===== src/rtl/pws_pkg.sv =====
package pws_pkg;

    // ----------------------------------------
    // timing
    // ----------------------------------------
    localparam int unsigned CLK_HZ = 25_000_000;
    localparam int unsigned SHORT_HOLD_S = 4;
    localparam int unsigned LONG_HOLD_S = 6;
    localparam int unsigned DEBOUNCE_US = 20;
    localparam int unsigned SHORT_HOLD_CYC = SHORT_HOLD_S * CLK_HZ;
    localparam int unsigned LONG_HOLD_CYC = LONG_HOLD_S * CLK_HZ;
    localparam int unsigned DEBOUNCE_CYC = DEBOUNCE_US * (CLK_HZ / 1_000_000);

    // ----------------------------------------
    // power states
    // ----------------------------------------
    typedef enum logic [2:0]
    {
        PWS_S0,
        PWS_S1,
        PWS_S3,
        PWS_S4,
        PWS_S5
    } pws_state_e;

    // ----------------------------------------
    // wake sources
    // ----------------------------------------
    typedef struct packed
    {
        logic lan;
        logic pme;
        logic pcie_wake;
        logic rtc_alarm;
        logic usb;
        logic cir;
    } pws_wake_s;

    // ----------------------------------------
    // wake configuration
    // ----------------------------------------
    typedef struct packed
    {
        logic lan_pme_s5_en;
        logic cir_s4_en;
        logic cir_s5_en;
    } pws_cfg_s;

endpackage


===== src/rtl/pws_debounce.sv =====
`timescale 1ns/10ps

module pws_debounce #(
    parameter int unsigned STABLE_CYC = pws_pkg::DEBOUNCE_CYC
)
(
    // clock and reset
    input wire logic clk,
    input wire logic reset,
    // raw and filtered switch
    input wire logic raw,
    output logic clean
);

    localparam int CW = $clog2(STABLE_CYC + 1);

    initial
    begin
        if (STABLE_CYC < 1)
            $error("debounce count must be at least one");
    end

    logic [CW-1:0] count;
    wire differs = raw != clean;
    wire settled = count == CW'(STABLE_CYC - 1);

    always_ff @(posedge clk or posedge reset)
    begin
        if (reset)
            count <= '0;
        else if (!differs || settled)
            count <= '0;
        else
            count <= count + CW'(1);
    end

    always_ff @(posedge clk or posedge reset)
    begin
        if (reset)
            clean <= 1'b0;
        else if (differs && settled)
            clean <= raw;
    end

endmodule


===== src/rtl/pws_sequencer.sv =====
`timescale 1ns/10ps

// Notes on behaviour
// - short press: off to on, on to sleep, sleep to on
// - hold over six seconds forces soft off
// - switch, alarm, pcie wake from all sleeps; usb S1/S3
// - lan and pme wake S1-S4; S5 only if enabled
// - infrared wakes S1/S3; S4/S5 optional by config
// - fans on only in S0 or S1
module pws_sequencer #(
    parameter int unsigned SHORT_CYC = pws_pkg::SHORT_HOLD_CYC,
    parameter int unsigned LONG_CYC = pws_pkg::LONG_HOLD_CYC,
    parameter int unsigned DEB_CYC = pws_pkg::DEBOUNCE_CYC,
    parameter int unsigned CW = 28
)
(
    // clock and reset
    input wire logic clk,
    input wire logic reset,
    // front panel switch, high while pressed
    input wire logic switch_pressed,
    // wake sources and configuration
    input wire pws_pkg::pws_wake_s wake,
    input wire pws_pkg::pws_cfg_s cfg,
    // sleep request from the operating system
    input wire logic sleep_req,
    input wire pws_pkg::pws_state_e sleep_target,
    // state and outputs
    output pws_pkg::pws_state_e state,
    output logic fan_en,
    output logic wake_event
);

    initial
    begin
        if (SHORT_CYC < 1 || LONG_CYC <= SHORT_CYC || LONG_CYC >= (64'd1 << CW))
            $error("hold counts do not fit");
    end

    // ----------------------------------------
    // switch filter and hold counter
    // ----------------------------------------
    logic sw_clean;
    logic sw_prev;
    logic [CW-1:0] hold;
    logic forced;

    pws_debounce #(
        .STABLE_CYC(DEB_CYC)
    ) u_deb (
        .clk(clk),
        .reset(reset),
        .raw(switch_pressed),
        .clean(sw_clean)
    );

    wire released = sw_prev && !sw_clean;
    wire long_hit = sw_clean && hold == CW'(LONG_CYC);
    wire short_release = released && !forced;

    always_ff @(posedge clk or posedge reset)
    begin
        if (reset)
            sw_prev <= 1'b0;
        else
            sw_prev <= sw_clean;
    end

    always_ff @(posedge clk or posedge reset)
    begin
        if (reset)
            hold <= '0;
        else if (!sw_clean)
            hold <= '0;
        else if (hold != CW'(LONG_CYC))
            hold <= hold + CW'(1);
    end

    always_ff @(posedge clk or posedge reset)
    begin
        if (reset)
            forced <= 1'b0;
        else if (long_hit)
            forced <= 1'b1;
        else if (!sw_clean)
            forced <= 1'b0;
    end

    // ----------------------------------------
    // wake qualification
    // ----------------------------------------
    wire in_s1s3 = state == pws_pkg::PWS_S1 || state == pws_pkg::PWS_S3;
    wire in_s4 = state == pws_pkg::PWS_S4;
    wire in_s5 = state == pws_pkg::PWS_S5;
    wire sleeping = in_s1s3 || in_s4 || in_s5;
    wire any_state_src = wake.rtc_alarm || wake.pcie_wake;
    wire usb_ok = wake.usb && in_s1s3;
    wire lan_pme = wake.lan || wake.pme;
    wire lan_ok = lan_pme && (in_s1s3 || in_s4 || (in_s5 && cfg.lan_pme_s5_en));
    wire cir_ok = wake.cir && (in_s1s3 || (in_s4 && cfg.cir_s4_en)
        || (in_s5 && cfg.cir_s5_en));
    wire src_wake = sleeping && (any_state_src || usb_ok || lan_ok || cir_ok);

    // ----------------------------------------
    // state sequencing
    // ----------------------------------------
    pws_pkg::pws_state_e next_state;

    always_comb
    begin
        next_state = state;
        if (long_hit && state != pws_pkg::PWS_S5)
            next_state = pws_pkg::PWS_S5;
        else if (short_release)
        begin
            if (state == pws_pkg::PWS_S0)
                next_state = pws_pkg::PWS_S1;
            else
                next_state = pws_pkg::PWS_S0;
        end
        else if (src_wake)
            next_state = pws_pkg::PWS_S0;
        else if (sleep_req && state == pws_pkg::PWS_S0 && sleep_target != pws_pkg::PWS_S0)
            next_state = sleep_target;
    end

    always_ff @(posedge clk or posedge reset)
    begin
        if (reset)
            state <= pws_pkg::PWS_S5;
        else
            state <= next_state;
    end

    always_ff @(posedge clk or posedge reset)
    begin
        if (reset)
            fan_en <= 1'b0;
        else
            fan_en <= next_state == pws_pkg::PWS_S0 || next_state == pws_pkg::PWS_S1;
    end

    always_ff @(posedge clk or posedge reset)
    begin
        if (reset)
            wake_event <= 1'b0;
        else
            wake_event <= sleeping && next_state == pws_pkg::PWS_S0;
    end

    // ----------------------------------------
    // checks
    // ----------------------------------------
    a_short_on: assert property (@(posedge clk) disable iff (reset)
        (short_release && !long_hit && state == pws_pkg::PWS_S5) |=> state == pws_pkg::PWS_S0)
        else $error("short press did not power on");
    a_short_sleep: assert property (@(posedge clk) disable iff (reset)
        (short_release && state == pws_pkg::PWS_S0) |=> state == pws_pkg::PWS_S1)
        else $error("short press did not sleep");
    a_long_off: assert property (@(posedge clk) disable iff (reset)
        long_hit |=> state == pws_pkg::PWS_S5)
        else $error("long hold did not force off");
    a_rtc_wake: assert property (@(posedge clk) disable iff (reset)
        (sleeping && wake.rtc_alarm && !long_hit) |=> state == pws_pkg::PWS_S0 && wake_event)
        else $error("alarm did not wake");
    a_usb_deep: assert property (@(posedge clk) disable iff (reset)
        ((in_s4 || in_s5) && !sw_clean && !released && !any_state_src && !lan_pme && !wake.cir)
        |=> state == $past(state))
        else $error("usb woke deep sleep");
    a_lan_s5: assert property (@(posedge clk) disable iff (reset)
        (in_s5 && !cfg.lan_pme_s5_en && lan_pme && !any_state_src && !wake.cir && !released)
        |=> in_s5)
        else $error("lan woke from s5 while disabled");
    a_cir_s4: assert property (@(posedge clk) disable iff (reset)
        (in_s4 && !cfg.cir_s4_en && wake.cir && !any_state_src && !lan_pme && !released)
        |=> in_s4)
        else $error("infrared woke s4 while disabled");
    a_fan_state: assert property (@(posedge clk) disable iff (reset)
        fan_en == (state == pws_pkg::PWS_S0 || state == pws_pkg::PWS_S1))
        else $error("fan enable disagrees with state");
    a_mid_short: assert property (@(posedge clk) disable iff (reset)
        (released && $past(hold) > CW'(SHORT_CYC) && !forced && state == pws_pkg::PWS_S0)
        |=> state == pws_pkg::PWS_S1)
        else $error("mid length press not short");

    // ----------------------------------------
    // wake source, fan, forced release and hold limit checks
    // ----------------------------------------
    a_pcie_wake: assert property (@(posedge clk) disable iff (reset)
        (sleeping && wake.pcie_wake && !long_hit) |=> state == pws_pkg::PWS_S0 && wake_event)
        else $error("pcie wake did not wake");
    a_switch_wake: assert property (@(posedge clk) disable iff (reset)
        (sleeping && short_release) |=> state == pws_pkg::PWS_S0)
        else $error("switch did not wake");
    a_usb_light: assert property (@(posedge clk) disable iff (reset)
        (in_s1s3 && wake.usb && !long_hit) |=> state == pws_pkg::PWS_S0)
        else $error("usb did not wake light sleep");
    a_wake_pulse: assert property (@(posedge clk) disable iff (reset)
        wake_event |-> state == pws_pkg::PWS_S0 && $past(state) != pws_pkg::PWS_S0)
        else $error("wake pulse without a wake");
    a_lan_wake: assert property (@(posedge clk) disable iff (reset)
        ((in_s1s3 || in_s4 || (in_s5 && cfg.lan_pme_s5_en)) && lan_pme && !long_hit)
        |=> state == pws_pkg::PWS_S0)
        else $error("lan or pme did not wake");
    a_cir_light: assert property (@(posedge clk) disable iff (reset)
        (in_s1s3 && wake.cir && !long_hit) |=> state == pws_pkg::PWS_S0)
        else $error("infrared did not wake light sleep");
    a_cir_opt: assert property (@(posedge clk) disable iff (reset)
        (((in_s4 && cfg.cir_s4_en) || (in_s5 && cfg.cir_s5_en)) && wake.cir && !long_hit)
        |=> state == pws_pkg::PWS_S0)
        else $error("enabled infrared did not wake");
    a_cir_s5: assert property (@(posedge clk) disable iff (reset)
        (in_s5 && !cfg.cir_s5_en && wake.cir && !any_state_src && !lan_pme && !released)
        |=> in_s5)
        else $error("infrared woke s5 while disabled");
    a_fan_sleep: assert property (@(posedge clk) disable iff (reset)
        (state == pws_pkg::PWS_S3 || in_s4 || in_s5) |-> !fan_en)
        else $error("fan on in deep state");
    a_forced_release: assert property (@(posedge clk) disable iff (reset)
        (released && forced && in_s5 && !src_wake) |=> in_s5)
        else $error("release after forced off acted");
    a_hold_limit: assert property (@(posedge clk) disable iff (reset)
        hold <= CW'(LONG_CYC))
        else $error("hold counter overran");

endmodule


===== config.mk =====
export PLATFORM = sky130hd
export DESIGN_NAME = pws_sequencer
export DESIGN_NICKNAME = d
export VERILOG_FILES = /design/src/rtl/pws_pkg.sv /design/src/rtl/pws_debounce.sv /design/src/rtl/pws_sequencer.sv
export SDC_FILE = /design/constraint.sdc
export NUM_CORES = 1
export LEC_CHECK = 0
export BUFFER_PORTS_ARGS = -buffer_cell sky130_fd_sc_hd__buf_2
export CAP_MARGIN = 10
export CORE_MARGIN = 1.5
export CORE_UTILIZATION = 50
export CTS_BUF_LIST = sky130_fd_sc_hd__clkbuf_2
export DETAILED_ROUTE_END_ITERATION = 6
export PLACE_DENSITY = 0.71
export SYNTH_ARGS = -nofsm -noshare
export SYNTH_HDL_FRONTEND = slang
export SYNTH_SLANG_ARGS = --single-unit

===== constraint.sdc =====
create_clock -name clk -period 1.8 [get_ports clk]
set_input_delay 0.36 -clock clk [delete_from_list [all_inputs] [get_ports clk]]
set_output_delay 0.36 -clock clk [all_outputs]
set_load 0.02 [all_outputs]

# Word level (Yosys, flattened, before mapping)
# Index checks and enable logic that the tools add are counted.
word_totals:
  wordCells: 66
  regBits: 45
  output_inout_bits: 5
  inputBits: 16
op_classes:
  reduce_logical: 34
  n_eq_ne: 12
  n_mux: 10
  addsub: 2
op_table:
  columns: ["op", "n"]
  rows:
  - ["2-to-1 mux 28 bit", 2]
  - ["adder 28 x 1 -> 28 bit (second input constant)", 1]
  - ["== test 28 bit (second input constant)", 1]
  - ["inequality test 28 bit (second input constant)", 1]
  - ["logical AND 1 bit", 15]
  - ["logical OR 1 bit", 13]
  - ["2-to-1 mux 3 bit", 4]
  - ["adder 9 x 1 -> 9 bit (second input constant)", 1]
  - ["== test 9 bit (second input constant)", 1]
  - ["2-to-1 mux 9 bit", 1]
  - ["== test 3 x 1 -> 1 bit (second input constant)", 2]
  - ["== test 3 x 2 -> 1 bit (second input constant)", 2]
  - ["logical NOT 3 bit", 2]
  - ["inequality test 2 bit (second input constant)", 2]
  - ["== test 3 bit (second input constant)", 1]
  - ["logical NOT 1 bit", 3]
  - ["2-to-1 mux 1 bit", 3]
  - ["inequality test 3 bit (second input constant)", 1]
  - ["nonzero test 3 bit", 1]
  - ["inequality test 1 bit", 1]

# Depth between registers and ports, before layout
logic_depth:
  word_depth: 13
  depth_mapped: 6
  ltp_nobuf: 6

# By module
# Synthesis repeated with hierarchy kept, for this count alone.
unflattened:
  cells_unflattened: 238
  hier_area_um2: 2418.6
modules_own_cells:
  columns: ["mod", "area_per_inst_um2", "cells_per_inst", "seq_area_each_um2", "instances"]
  rows:
  - ["pws_sequencer", 1933.1, 190, 877.1, 1]
  - ["pws_debounce", 485.5, 48, 250.2, 1]

# Least setup slack after synthesis
# OpenSTA, ideal clock, no wires.
synth_path:
  kind: "register to register"
  start: "register state[0]"
  end: "register wake_event"
  t_required_ns: 1.696
  arrival_ns: 1.684
  stages_incl_launch_ff: 6
  period_less_slack_ns: 1.787
  setup_ns: 0.104
  path_slack_ns: 0.013
  n_path_buf: 1
  cell_sequence: "dfrtp_1 -> clkbuf_1 -> or3b_2 -> nor3_1 -> a221oi_1 -> a221oi_1"
synth_between:
  elab_chain_len: 13
  elab_cells_between_ends: 32
  classes_between: "eq/ne (5); mux (5); reduce/logical (22)"
synth_rtl:
  columns: ["item", "line", "rtl"]
  rows:
  - ["start, declared", "pws_sequencer.sv:29", "output pws_pkg::pws_state_e state,"]
  - ["start signal, assigned", "pws_sequencer.sv:130", "state <= pws_pkg::PWS_S5;"]
  - ["start signal, assigned", "pws_sequencer.sv:132", "state <= next_state;"]
  - ["== test 3 x 1 -> 1 bit / == test 3 x 2 -> 1 bit (equally long branches)", "pws_sequencer.sv:92", "wire in_s1s3 = state == pws_pkg::PWS_S1 || state == pws_pkg::PWS_S3;"]
  - ["logical OR 1 bit", "pws_sequencer.sv:92", null]
  - ["logical OR 1 bit", "pws_sequencer.sv:95, pws_sequencer.sv:99", null]
  - ["logical OR 1 bit", "pws_sequencer.sv:99", "wire lan_ok = lan_pme && (in_s1s3 || in_s4 || (in_s5 && cfg.lan_pme_s5_en));"]
  - ["logical AND 1 bit", "pws_sequencer.sv:99", null]
  - ["logical OR 1 bit (2 in a row)", "pws_sequencer.sv:102", "wire src_wake = sleeping && (any_state_src || usb_ok || lan_ok || cir_ok);"]
  - ["logical AND 1 bit", "pws_sequencer.sv:102", null]
  - ["2-to-1 mux 3 bit", "pws_sequencer.sv:121", "else if (src_wake)"]
  - ["2-to-1 mux 3 bit", "pws_sequencer.sv:114", "else if (short_release)"]
  - ["2-to-1 mux 3 bit", "pws_sequencer.sv:112", "if (long_hit && state != pws_pkg::PWS_S5)"]
  - ["logical NOT 3 bit", "pws_sequencer.sv:148", "wake_event <= sleeping && next_state == pws_pkg::PWS_S0;"]
  - ["logical AND 1 bit *", "pws_sequencer.sv:148", null]
  - ["end signal, assigned", "pws_sequencer.sv:148", null]
  - ["end, declared", "pws_sequencer.sv:31", "output logic wake_event"]
# Mark *: on every way between the ends. The rest lies on a longest branch, timed or not.
# A chain may end at the register's enable or synchronous reset.

# Worst setup path in the final report
layout_path:
  start: "register hold[5]"
  end: "register hold[15]"
layout_between:
  elab_chain_len: 3
  elab_cells_between_ends: 5
  classes_between: "add/sub (1); eq/ne (2); mux (2)"
layout_rtl:
  columns: ["item", "line", "rtl"]
  rows:
  - ["start, declared", "pws_sequencer.sv:45", "logic [CW-1:0] hold;"]
  - ["start signal, assigned", "pws_sequencer.sv:76", "hold <= hold + CW'(1);"]
  - ["adder 28 x 1 -> 28 bit", "pws_sequencer.sv:76", null]
  - ["2-to-1 mux 28 bit", "pws_sequencer.sv:75", "else if (hold != CW'(LONG_CYC))"]
  - ["2-to-1 mux 28 bit", "pws_sequencer.sv:73", "else if (!sw_clean)"]
# Parallel ways exist; a longest one is shown, timed or not. The select of a mux whose other input is x is not followed.

==> run metrics <==
outcome finished with violations; failing checks negative setup slack; setup violators final 1; final period utilization 101.0%; ys async rst share 100.0%; Initial Util between 50 and 60%; Design Area, Final between 3000 and 4000 um2; syn_area_per_cell between 9 and 10 um2; Distinct cells, synth 51; Worst Clk Skew a little over 30 ps; area grow syn2layout 23.46%; gpl congestion 0.8538; die area 5303 um2; CTS tree done; post-layout minimum cycle time about 1800 ps; initial antenna violation count 0; cell taking the most area after synthesis dfrtp_1; DR vias about 2200; diode count 0; sequential power share a little over half; grt total ovfl 0; share of the synthesized area in the top cell type 45.17%; clock sink count 45; number of CTS-inserted buffers 5; r2r endpoint hold[15]; met2 WL around 2700 um; cell count after synthesis 256; startpoint type of the worst setup path flip-flop; sw frac between 30% and 40%; Final Total Pwr 2109 uW; top-count cell post-synth dfrtp_1; crit path capture type flip-flop; Worst VDD drop around 540 uV; Cell Int Power between 1000 and 1500 uW; later-pin clock latency in the skew report roughly 420 ps; R2R setup slack -20 ps; drt drc 0; Comb power frac between 20% and 30%; Max Root-Sink Buffers 2; Synth Cell Area approximately 2400 um2; R2R depth 5; worst reg2reg path startpoint hold[5]; Least-Margin Pin Slew 663.4 ps; ys flop type dfrtp_1; Fmax 0.5498 GHz; Placed Cells approximately 360; top post-synthesis cells by area dfrtp_1, xor2_1, nor2_1, nand2_1, a21oi_1; Sw Pwr ~670 uW; number of synthesized flops with an enable pin 0; Layout fillers between 300 and 400; pins over their slew limit 0; Final HPWL DP 3750 um; Die Wd about 73 um; DR pass1 iterations 4; setup_tns -18.78 ps; Slew headroom 55.50%; Hold Startpoint switch_pressed; clock root buffer clkbuf_2; Max Cap Violations 0; Crit Path Class reg -> reg; first-pass GRT wire length ~9000 um; fraction of layout cells with a size suffix above 1 28.71%; power density over cell area 700.8 nW/um2; Via density roughly 5.7; final net count 336; register area share after synthesis between 40 and 50%; Rows 25; GRT Total Usage a little over a fifth; CP arrival ~2200 ps; post-synth net total ~280; placed instance area ~2800 um2; RSZ-0062 raised after global routing true; Met1 Wirelength around 2500 um; Req. time, crit path 2160 ps; Multi-input gate area 1282 um2; Hold Violations, Final 0; leakage power approximately 0.0013 uW; H-tree depth 2; fin cells 384; number of DRC markers in iteration 0 ~170; Yosys Warn Count 0; DR WL met3 263 um; CTS clk-pin slew, worst paths roughly 210 ps; uppermost layer routed met4; synthesized flop and latch total between 40 and 50; WHS Endpoint u_deb.clean; vias in the first global route between 2000 and 2500; core area 4723 um2; wire length per cell between 10 and 15 um; clock share of power between 10% and 20%; final WL around 5500 um; hold path depth 2; Hold Path Class in -> reg; CP max FO 6; fin worst setup slack -18.78 ps; IO Pins 21; Reg area about 1100 um2; Die Y approximately 73 um; Post-DRT Antenna Nets 0; largest net degree at the start of global routing 30; top cells by count, synth dfrtp_1, nor2_1, nand2_1, a21oi_1, nand3_1; IO Port Bufs 20
-- metrics by stage --
stage / hold slack (ps) / utilization (%) / setup slack [ps]
final: 211.3 / 63.71 / -18.78
after global routing: 174.3 / 63.71 / -91.31
after floorplan: 373.0 / - / 12.59
after CTS: 177.1 / 60.77 / -0.001332
after global placement: 388.0 / 59.55 / 28.88
after detailed placement: 391.0 / 59.55 / -15.27
-- worst max-delay path: stages (launching register included) --
cell and delay [ps]:
dfrtp_1 460, nand4_4 110, buf_4 170, nor3_1 240
or4b_2 630, a21oi_1 170
-- cell families after synthesis --
kind of cell / Yosys count / synth area share (%)
multiplexers: 4 / 1.694
AO/OA/AOI/OAI: 39 / 10.47
buffers and inverters: 20 / 3.593
adder cells (fa/ha/maj): 3 / 1.540
AND/OR/NAND/NOR: 126 / 29.62
flip-flops: 45 / 46.25
XOR/XNOR: 19 / 6.828
-- worst max-delay path by stage --
stage               depth (start not counted)  startpoint  slack [ps]         end
CTS                                         5     hold[4]      -0.001    hold[21]
detailed placement                          4     hold[1]         -20    hold[25]
finish                                      5     hold[5]         -20    hold[15]
global placement                            4     hold[1]          30    hold[25]
floorplan                                   5    state[0]          10  wake_event
global route                                5     hold[5]         -90    hold[15]
-- final cells by class --
class	instances	share of cell area (%)
Tap cell	67	2.786
Timing Repair Buffer	63	14.55
Clock inverter	1	0.1247
Sequential cell	45	37.55
Clock buffer	6	0.9979
Multi-Input combinational cell	191	42.62
Inverter	11	1.372
-- per-layer routing --
metal | vias to the layer above | GRT usage (%)
li1 | 1059 | -
met1 | 1053 | 29.03
met2 | 60 | 35.88
met3 | 8 | 4.420
met4 | 0 | 7.547
met5 | - | 0
-- layout by cell type, fill, tap and decap left out, drive strengths merged, types with 2 or more instances in the layout --
cell | Yosys | routed
or4 | 11 | 11
clkinv | 1 | 3
nor4b | 3 | 3
clkbuf | 6 | 6
nor2 | 23 | 23
nand4 | 8 | 8
dfrtp | 44 | 44
nor3 | 9 | 9
mux2i | 3 | 3
and3 | 5 | 5
nor3b | 3 | 3
a21oi | 16 | 16
xor2 | 11 | 11
nand3 | 13 | 13
nand2 | 22 | 22
inv | 10 | 9
xnor2 | 8 | 8
a221oi | 3 | 3
nor4 | 10 | 10
or3 | 2 | 2
or2 | 2 | 2
and4 | 3 | 3
nand2b | 3 | 3
buf | 3 | 62
o21ai | 4 | 4
o31ai | 9 | 9
ha | 3 | 3
-- power groups by stage --
stage / Clock, uW / Combinational [uW] / Sequential [uW]
after CTS: 423 / 514 / 1140
after detailed placement: 0 / 502 / 1160
after global routing: 459 / 633 / 1150
final: 406 / 567 / 1140
after floorplan: 0 / 298 / 1200
after global placement: 0 / 494 / 1160
-- sequential cells by signal (all words and copies together) (netlist names) --
signal,cells
fan_en,1
forced,1
hold,28
state,3
sw_prev,1
u_deb.clean,1
u_deb.count,9
wake_event,1
-- what timing repair did --
item                                    CTS  global route
cloned                                    0             0
hold buffers                              1             0
endpoints found under the hold margin    16             0
endpoints found under the setup margin    5            19
gates resized for setup                   2            11
pin swaps                                 0             6
setup buffers                             1            11
Power figures use the tool's default switching activity.
